==> src/dsl_pkg.sv <==
// Purpose: Shared constants for the dual synthesizer serial latch link
// Assumes: 18-bit words, two address bits at the bottom, MSB first
// Notes:   Host register offsets are byte addresses on APB
package dsl_pkg;
    // Word layout
    localparam int WORD_W = 18;
    localparam int DATA_W = 16;
    localparam int ADDR_W = 2;
    localparam int DATA_LSB = 2;
    // Latch address codes
    localparam logic [1:0] ADDR_AUX_REF = 2'h0;
    localparam logic [1:0] ADDR_AUX_FB = 2'h1;
    localparam logic [1:0] ADDR_MAIN_REF = 2'h2;
    localparam logic [1:0] ADDR_MAIN_FB = 2'h3;
    // Field positions inside the 18-bit word
    localparam int TOP_MSB = 17;
    localparam int TOP_LSB = 14;
    localparam int RCNT_MSB = 13;
    localparam int RCNT_LSB = 2;
    localparam int PCNT_MSB = 17;
    localparam int PCNT_LSB = 6;
    localparam int SCNT_MSB = 5;
    localparam int SCNT_LSB = 2;
    localparam int AUX_GAIN_BIT = 17;
    localparam int MAIN_GAIN_BIT = 16;
    localparam int AUX_POL_BIT = 15;
    localparam int MAIN_POL_BIT = 14;
    // Latch reset value
    localparam logic [17:0] LATCH_RST = 18'h00000;
    // Prescaler moduli
    localparam logic [5:0] MOD_REF = 6'h01;
    localparam logic [5:0] MOD_AUX_HI = 6'h10;
    localparam logic [5:0] MOD_AUX_LO = 6'h08;
    localparam logic [5:0] MOD_MAIN = 6'h10;
    // Legal ranges
    localparam logic [11:0] REF_MIN = 12'h002;
    localparam logic [11:0] PROG_MIN = 12'h003;
    localparam logic [16:0] AUX_N_MIN_HI = 17'h000F0;
    localparam logic [16:0] AUX_N_MIN_LO = 17'h00038;
    localparam logic [16:0] AUX_N_MAX_HI = 17'h0FFFF;
    localparam logic [16:0] AUX_N_MAX_LO = 17'h07FFF;
    // Link timing: serial clock period and derived half period in pclk
    localparam int PCLK_NS = 25;
    localparam int SCLK_PERIOD_NS = 200;
    localparam logic [3:0] SCLK_HALF =
        4'((SCLK_PERIOD_NS / 2 + PCLK_NS - 1) / PCLK_NS);
    // Host APB register offsets
    localparam logic [7:0] OFS_WORD = 8'h00;
    localparam logic [7:0] OFS_CTRL = 8'h04;
    localparam logic [7:0] OFS_STATUS = 8'h08;
    localparam logic [7:0] OFS_SENT = 8'h0C;
    localparam int CTRL_START = 0;
    localparam int STAT_BUSY = 0;
    localparam int STAT_REFUSED = 1;
endpackage

==> src/dsl_link_if.sv <==
// Purpose: Three-wire serial programming link between host and device
// Assumes: Host drives all three lines, device only listens
// Notes:   No clocking block; ends sample with their own pclk
`timescale 1ns/1ps
interface dsl_link_if;
    logic sclk;
    logic sdata;
    logic latch_strobe;
    modport host (output sclk, output sdata, output latch_strobe);
    modport dev (input sclk, input sdata, input latch_strobe);
endinterface

==> src/dsl_div_counter.sv <==
// Purpose: Dual-modulus pulse-swallow divider, also used as plain divider
// Assumes: tick is a one-cycle pulse per input period on pclk
// Notes:   Ratio is modulus*prog+swallow; modulus 1, swallow 0 gives R
`timescale 1ns/1ps
module dsl_div_counter (
    // System
    input wire logic pclk,
    input wire logic presetn,
    // Input events and setting
    input wire logic tick,
    input wire logic [11:0] prog_count,
    input wire logic [3:0] swallow_count,
    input wire logic [5:0] modulus,
    // Output
    output logic div_pulse
);
    logic [5:0] pre_r;
    logic [11:0] prg_r;
    logic [3:0] swl_r;
    logic [5:0] per_len;
    logic per_end;
    logic term;

    // Period length is modulus plus one while swallowing
    assign per_len = (swl_r != 4'h0) ? 6'(modulus + 6'h01) : modulus;
    assign per_end = tick && (6'(pre_r + 6'h01) >= per_len);
    assign term = (prg_r <= 12'h001);

    // Prescaler phase counter
    always_ff @(posedge pclk or negedge presetn) begin
        if (!presetn) begin
            pre_r <= 6'h00;
        end else if (per_end) begin
            pre_r <= 6'h00;
        end else if (tick) begin
            pre_r <= 6'(pre_r + 6'h01);
        end
    end

    always_ff @(posedge pclk or negedge presetn) begin
        if (!presetn) begin
            prg_r <= 12'h000;
            swl_r <= 4'h0;
        end else if (per_end) begin
            if (term) begin
                prg_r <= prog_count;
                swl_r <= swallow_count;
            end else begin
                prg_r <= 12'(prg_r - 12'h001);
                if (swl_r != 4'h0) begin
                    swl_r <= 4'(swl_r - 4'h1);
                end
            end
        end
    end

    // One pulse per full division
    always_ff @(posedge pclk or negedge presetn) begin
        if (!presetn) begin
            div_pulse <= 1'b0;
        end else begin
            div_pulse <= per_end && term;
        end
    end
endmodule

==> src/dsl_device.sv <==
// Purpose: Device end: serial shift register, four latches, dividers
// Assumes: Link lines and frequency inputs are asynchronous to pclk
// Notes:   Every external level passes two flops before use
// Behaviour
// - 18-bit shift register, 16 payload, 2 address
// - Words move MSB first, address last
// - Data sampled on serial clock rising edge
// - Strobe rise copies payload into one latch
// - Address 00,01,10,11 pick AuxR,AuxN,MainR,MainN
// - Aux reference: output select plus divide
// - Reference divide values binary, 2 to 4095
// - Main reference: pump word plus divide
// - Pump word sets gains and polarities
// - Bits 17..14: gains then polarities
// - Aux feedback: program count then swallow
// - Host keeps Aux ratio inside band range
// - Low band ignores swallow bit three
// - Host keeps program count 3 to 4095
// - Host keeps program count at or above swallow
// - Divide by P+1 A times, then P
`timescale 1ns/1ps
module dsl_device #(
    parameter bit AUX_LOW_BAND = 1'b0
) (
    // System
    input wire logic pclk,
    input wire logic presetn,
    // Serial link
    dsl_link_if.dev link,
    // Frequency inputs
    input wire logic osc_in,
    input wire logic aux_fin,
    input wire logic main_fin,
    // Latch contents
    output logic [15:0] aux_ref_latch,
    output logic [15:0] aux_fb_latch,
    output logic [15:0] main_ref_latch,
    output logic [15:0] main_fb_latch,
    // Decoded controls
    output logic [3:0] multifunction_output_select,
    output logic [3:0] pump_control_word,
    output logic aux_pump_gain_select,
    output logic main_pump_gain_select,
    output logic aux_detector_polarity,
    output logic main_detector_polarity,
    // Divider outputs
    output logic aux_ref_pulse,
    output logic aux_fb_pulse,
    output logic main_ref_pulse,
    output logic main_fb_pulse
);
    // Synchroniser bit positions
    localparam int SY_SCLK = 0;
    localparam int SY_DATA = 1;
    localparam int SY_LE = 2;
    localparam int SY_OSC = 3;
    localparam int SY_AUX = 4;
    localparam int SY_MAIN = 5;

    logic [5:0] meta_r;
    logic [5:0] sync_r;
    logic [5:0] prev_r;
    logic [5:0] rise;
    logic [17:0] shift_r;
    logic [1:0] latch_address_bits;
    logic [15:0] payload;
    logic [15:0] aux_ref_r;
    logic [15:0] aux_fb_r;
    logic [15:0] main_ref_r;
    logic [15:0] main_fb_r;
    logic [3:0] aux_swallow_count;
    logic [11:0] aux_program_count;
    logic [3:0] main_swallow_count;
    logic [11:0] main_program_count;
    logic [11:0] aux_reference_count;
    logic [11:0] main_reference_count;
    logic [5:0] aux_mod;

    // Two-flop synchronisers for link and frequency inputs
    always_ff @(posedge pclk or negedge presetn) begin
        if (!presetn) begin
            meta_r <= 6'h00;
            sync_r <= 6'h00;
        end else begin
            meta_r <= {main_fin, aux_fin, osc_in,
                       link.latch_strobe, link.sdata, link.sclk};
            sync_r <= meta_r;
        end
    end

    // Previous synchronised levels for edge detection
    always_ff @(posedge pclk or negedge presetn) begin
        if (!presetn) begin
            prev_r <= 6'h00;
        end else begin
            prev_r <= sync_r;
        end
    end

    // Rising edges of every synchronised input
    assign rise = sync_r & ~prev_r;

    always_ff @(posedge pclk or negedge presetn) begin
        if (!presetn) begin
            shift_r <= dsl_pkg::LATCH_RST;
        end else if (rise[SY_SCLK]) begin
            shift_r <= {shift_r[16:0], sync_r[SY_DATA]};
        end
    end

    assign latch_address_bits = shift_r[dsl_pkg::ADDR_W-1:0];
    assign payload = shift_r[dsl_pkg::WORD_W-1:dsl_pkg::DATA_LSB];

    always_ff @(posedge pclk or negedge presetn) begin
        if (!presetn) begin
            aux_ref_r <= 16'h0000;
            aux_fb_r <= 16'h0000;
            main_ref_r <= 16'h0000;
            main_fb_r <= 16'h0000;
        end else if (rise[SY_LE]) begin
            unique case (latch_address_bits)
                dsl_pkg::ADDR_AUX_REF: aux_ref_r <= payload;
                dsl_pkg::ADDR_AUX_FB: aux_fb_r <= payload;
                dsl_pkg::ADDR_MAIN_REF: main_ref_r <= payload;
                dsl_pkg::ADDR_MAIN_FB: main_fb_r <= payload;
            endcase
        end
    end

    // Latch contents leave directly from the latch flops
    assign aux_ref_latch = aux_ref_r;
    assign aux_fb_latch = aux_fb_r;
    assign main_ref_latch = main_ref_r;
    assign main_fb_latch = main_fb_r;

    assign multifunction_output_select =
        aux_ref_r[dsl_pkg::TOP_MSB-2:dsl_pkg::TOP_LSB-2];
    assign aux_reference_count =
        aux_ref_r[dsl_pkg::RCNT_MSB-2:dsl_pkg::RCNT_LSB-2];

    assign pump_control_word =
        main_ref_r[dsl_pkg::TOP_MSB-2:dsl_pkg::TOP_LSB-2];
    assign main_reference_count =
        main_ref_r[dsl_pkg::RCNT_MSB-2:dsl_pkg::RCNT_LSB-2];

    assign aux_pump_gain_select = main_ref_r[dsl_pkg::AUX_GAIN_BIT-2];
    assign main_pump_gain_select = main_ref_r[dsl_pkg::MAIN_GAIN_BIT-2];
    assign aux_detector_polarity = main_ref_r[dsl_pkg::AUX_POL_BIT-2];
    assign main_detector_polarity = main_ref_r[dsl_pkg::MAIN_POL_BIT-2];

    assign aux_program_count =
        aux_fb_r[dsl_pkg::PCNT_MSB-2:dsl_pkg::PCNT_LSB-2];
    assign aux_swallow_count = AUX_LOW_BAND ?
        {1'b0, aux_fb_r[2:0]} :
        aux_fb_r[dsl_pkg::SCNT_MSB-2:dsl_pkg::SCNT_LSB-2];
    assign aux_mod = AUX_LOW_BAND ? dsl_pkg::MOD_AUX_LO :
        dsl_pkg::MOD_AUX_HI;

    // Main feedback uses the same 12/4 split as Aux
    assign main_program_count =
        main_fb_r[dsl_pkg::PCNT_MSB-2:dsl_pkg::PCNT_LSB-2];
    assign main_swallow_count =
        main_fb_r[dsl_pkg::SCNT_MSB-2:dsl_pkg::SCNT_LSB-2];

    dsl_div_counter u_aux_ref (
        .pclk(pclk),
        .presetn(presetn),
        .tick(rise[SY_OSC]),
        .prog_count(aux_reference_count),
        .swallow_count(4'h0),
        .modulus(dsl_pkg::MOD_REF),
        .div_pulse(aux_ref_pulse)
    );

    dsl_div_counter u_main_ref (
        .pclk(pclk),
        .presetn(presetn),
        .tick(rise[SY_OSC]),
        .prog_count(main_reference_count),
        .swallow_count(4'h0),
        .modulus(dsl_pkg::MOD_REF),
        .div_pulse(main_ref_pulse)
    );

    dsl_div_counter u_aux_fb (
        .pclk(pclk),
        .presetn(presetn),
        .tick(rise[SY_AUX]),
        .prog_count(aux_program_count),
        .swallow_count(aux_swallow_count),
        .modulus(aux_mod),
        .div_pulse(aux_fb_pulse)
    );

    dsl_div_counter u_main_fb (
        .pclk(pclk),
        .presetn(presetn),
        .tick(rise[SY_MAIN]),
        .prog_count(main_program_count),
        .swallow_count(main_swallow_count),
        .modulus(dsl_pkg::MOD_MAIN),
        .div_pulse(main_fb_pulse)
    );
endmodule

==> src/flat_wrapper.sv <==
// flat-port wrapper written by rule: the top's interface ports become plain ports
module dsl_device_flat 
#(
    parameter bit AUX_LOW_BAND = 1'b0
)
  (pclk, presetn, osc_in, aux_fin, main_fin, aux_ref_latch, aux_fb_latch, main_ref_latch, main_fb_latch, multifunction_output_select, pump_control_word, aux_pump_gain_select, main_pump_gain_select, aux_detector_polarity, main_detector_polarity, aux_ref_pulse, aux_fb_pulse, main_ref_pulse, main_fb_pulse, link_sclk, link_sdata, link_latch_strobe);
  dsl_link_if link_i ();
  input wire logic pclk;
  input wire logic presetn;
  input wire logic osc_in;
  input wire logic aux_fin;
  input wire logic main_fin;
  output logic [15:0] aux_ref_latch;
  output logic [15:0] aux_fb_latch;
  output logic [15:0] main_ref_latch;
  output logic [15:0] main_fb_latch;
  output logic [3:0] multifunction_output_select;
  output logic [3:0] pump_control_word;
  output logic aux_pump_gain_select;
  output logic main_pump_gain_select;
  output logic aux_detector_polarity;
  output logic main_detector_polarity;
  output logic aux_ref_pulse;
  output logic aux_fb_pulse;
  output logic main_ref_pulse;
  output logic main_fb_pulse;
  input wire logic [$bits(link_i.sclk)-1:0] link_sclk;
  input wire logic [$bits(link_i.sdata)-1:0] link_sdata;
  input wire logic [$bits(link_i.latch_strobe)-1:0] link_latch_strobe;
  assign link_i.sclk = link_sclk;
  assign link_i.sdata = link_sdata;
  assign link_i.latch_strobe = link_latch_strobe;
  dsl_device #(.AUX_LOW_BAND(AUX_LOW_BAND)) u_core (.pclk(pclk), .presetn(presetn), .link(link_i), .osc_in(osc_in), .aux_fin(aux_fin), .main_fin(main_fin), .aux_ref_latch(aux_ref_latch), .aux_fb_latch(aux_fb_latch), .main_ref_latch(main_ref_latch), .main_fb_latch(main_fb_latch), .multifunction_output_select(multifunction_output_select), .pump_control_word(pump_control_word), .aux_pump_gain_select(aux_pump_gain_select), .main_pump_gain_select(main_pump_gain_select), .aux_detector_polarity(aux_detector_polarity), .main_detector_polarity(main_detector_polarity), .aux_ref_pulse(aux_ref_pulse), .aux_fb_pulse(aux_fb_pulse), .main_ref_pulse(main_ref_pulse), .main_fb_pulse(main_fb_pulse));
endmodule
==> config.mk <==
export PLATFORM = sky130hd
export DESIGN_NAME = dsl_device_flat
export DESIGN_NICKNAME = d
export VERILOG_FILES = /design/src/dsl_pkg.sv /design/src/dsl_link_if.sv /design/src/dsl_div_counter.sv /design/src/dsl_device.sv /design/src/flat_wrapper.sv
export SDC_FILE = /design/constraint.sdc
export NUM_CORES = 1
export LEC_CHECK = 0
export BUFFER_PORTS_ARGS = -buffer_cell sky130_fd_sc_hd__buf_4
export CAP_MARGIN = 25
export CORE_UTILIZATION = 25
export CTS_CLUSTER_SIZE = 20
export DETAILED_ROUTE_END_ITERATION = 10
export PLACE_DENSITY = 0.42
export SLEW_MARGIN = 30
export SYNTH_ARGS = -nofsm -noshare
export SYNTH_HDL_FRONTEND = slang
export SYNTH_SLANG_ARGS = --single-unit
==> constraint.sdc <==
create_clock -name pclk -period 3.3 [get_ports pclk]
set_clock_uncertainty 0.15 [all_clocks]
set_input_delay 0.495 -clock pclk [delete_from_list [all_inputs] [get_ports pclk]]
set_output_delay 0.495 -clock pclk [all_outputs]
set_load 0.02 [all_outputs]
==> metrics <==
status=finished clean; first-pass GRT wire length=37600 um; DR WL/cell=16.5 um; Synth Register Bits=191; worst min-delay path startpoint=u_core.meta_r[1]; Worst setup SP type=flip-flop; Initial Util=25.6%; Avg Vias per Cell=4.64; core area=34800 um^2; DRT Pass-1 Iters=6; Net Sw Frac=39.2%; clk_lat worst skew=0.44 ns; Pwr per Cell Area=854 nW/um^2; Port Buffers=87; CTS Buf Count=17; hold path depth=0; vias=6455; Post-Route Setup TNS=0 ns; Synth Instances=832; Least-Margin Pin Slew=0.722 ns; post-route ant nets=0; worst endpoint data arrival time=3.19 ns; chip width=191 um; final hold vios=0; GRT overflow=0; maximum clock path buffer count=2; dominant synthesized flop cell=dfrtp_1; Yosys top cell by area=dfrtp_1; sequential share of power=42.0%; Final #Nets=952; initial antenna violation count=0; fin util=31.1%; Design Power=9.23 mW; Logic pwr share=33.6%; Hold Slack=0.201 ns; die area=36400 um^2; Post-Route WL=22900 um; ant diodes=0; Syn Std Cell Area=8900 um^2; row cnt=68; clk sinks=191; RSZ-0062 raised after global routing=no; CTS tree=built; count leader, synth=dfrtp_1; Hold Crit Class=flip-flop to flip-flop; WS Path Type=flip-flop to flip-flop; Final HPWL DP=15600 um; fraction of registers with async set/reset=100%; CTS clock-pin slew for the worst setup and hold paths=0.08 ns; gpl congestion=0.773; Slew HR=51.9%; FF-to-FF setup slack=0.29 ns; Iteration-0 DRC Markers=292; clock power share=24.3%; depth of the CTS H-tree=4; worst-path fanout max=17; fin area=10800 um^2; final setup vio count=0; worst reg2reg endpoint=u_core.u_main_fb.prg_r[5]; Area after DPL=10100 um^2; GR Util All Layers=13.4%; max-slew violations=0; warnings from Yosys=0; clk root buf=clkbuf_16; Die Y=191 um; I/O pin cnt=88; maximum clock rate=332 MHz; shortest period the worst path allows=3.01 ns; Req. time, crit path=3.48 ns; Pleak=5.00 nW; pin count of the biggest net entering global routing=76; Area Overhead vs Synth=21.4%; worst r2r src=u_core.u_main_fb.swl_r[0]; Yosys cell types=62; layout cells sized above 1=24.0%; maximum VDD drop=0.446 mV; Worst Hold End=u_core.sync_r[1]; vias in the first global route=6445; syn_nets=862; Worst R2R Path Depth=11; EDFF count, synth=0; CP Capture Type=flip-flop; Int Pwr=5.61 mW; Psw=3.62 mW; # DRC=0; Yosys top cell area share=53.7%; synth cell count leaders=dfrtp_1 (191), a21oi_1 (71), mux2_2 (69); final cycle utilization of the critical path=91.3%; Avg Cell Area, Syn=10.7 um^2; Seq/Total Area, Yosys=53.7%; largest cells by area after synthesis=dfrtp_1 (54%), mux2_2 (8.7%), a21oi_1 (4.0%); MaxCap Viol Count=0
-- layout by cell type, fill, tap and decap left out, types with 10 or more instances in the layout --
cell       netlist  final
a21oi_1         71     71
and2_1          12     12
buf_4           12    106
clkbuf_16        0     17
dfrtp_1        191    191
ha_1            22     22
inv_1           31     31
mux2_1          10     10
mux2_2          69     69
nand2_1         67     67
nand2b_1        16     16
nand3_1         24     24
nor2_1          34     34
nor3_1          24     24
o21ai_0         38     38
o21ai_1         45     45
or2_1           11     11
-- power by group through the flow --
stage / Sequential, mW / Combinational [mW] / Clock, mW
5_1_grt: 4.00 / 3.49 / 2.42
3_5_place_dp: 3.95 / 3.14 / 0
4_1_cts: 3.91 / 3.16 / 2.32
2_1_floorplan: 3.85 / 1.89 / 0
6_report: 3.88 / 3.11 / 2.25
3_3_place_gp: 3.95 / 3.11 / 0
-- flip-flops by register name (all words and copies together) (netlist names), 12 cells and up --
register,count
u_core.u_aux_fb.prg_r,12
u_core.u_main_fb.prg_r,12
u_core.main_ref_latch,16
u_core.u_aux_ref.prg_r,12
u_core.aux_fb_latch,16
u_core.aux_ref_latch,16
u_core.shift_r,18
u_core.u_main_ref.prg_r,12
u_core.main_fb_latch,16
-- area by class of cell --
cell class	count	area, um^2
multi-input combinational	565	3820
inverter	32	120
timing repair buffer	115	900
fill	3574	24000
tap	455	569
sequential	191	4780
clock inverter	15	198
clock buffer	17	425
-- how the worst max path moves through the flow --
stage                               from                   endpoint  cells after the start
2_1_floorplan  u_core.u_main_fb.swl_r[0]  u_core.u_main_fb.swl_r[0]                     11
3_3_place_gp   u_core.u_main_fb.swl_r[0]  u_core.u_main_fb.prg_r[6]                     11
4_1_cts        u_core.u_main_fb.swl_r[0]  u_core.u_main_fb.prg_r[5]                     11
6_report       u_core.u_main_fb.swl_r[0]  u_core.u_main_fb.prg_r[5]                     11
5_1_grt        u_core.u_main_fb.swl_r[0]  u_core.u_main_fb.prg_r[5]                     11
3_5_place_dp   u_core.u_main_fb.swl_r[0]  u_core.u_main_fb.prg_r[7]                     11
-- metal layers --
metal	part of all wire, %	track usage, %
met5	0	0
met3	2.9	2.91
met4	0.66	2.68
met2	46	21.5
met1	50	18.6
-- kinds of logic after synthesis --
group | Yosys count | synth area share (%)
adder cells (fa/ha/maj) | 22 | 3.09
AND/OR/NAND/NOR | 234 | 13.6
multiplexers | 85 | 10.7
AO/OA/AOI/OAI | 214 | 14.1
XOR/XNOR | 10 | 0.984
flip-flops | 191 | 53.7
buffers and inverters | 76 | 3.85
-- per-stage QoR --
stage / worst slack [ns] / std cells
floorplan: 0.648 / 832
global placement: 0.356 / 1351
detailed placement: 0.294 / 1351
CTS: 0.280 / 1390
global route: 0.00369 / 1390
finish: 0.287 / 1390
-- worst max-delay path, stage by stage, from the launching register on --
cell,delay [ns]
dfrtp_1,0.38
inv_1,0.10
ha_1,0.19
or3b_2,0.48
ha_1,0.28
nor2_1,0.10
nand4_1,0.11
o211ai_1,0.26
nand2_1,0.34
buf_4,0.32
a21oi_1,0.13
a21oi_1,0.06
-- timing repair --
action / 4_1_cts / 5_1_grt
endpoints found under the hold margin: 76 / 0
hold buffers: 7 / 0
setup buffers: 0 / 0
gates resized for setup: 0 / 0
Note: power is estimated with default switching activity, not from simulation.
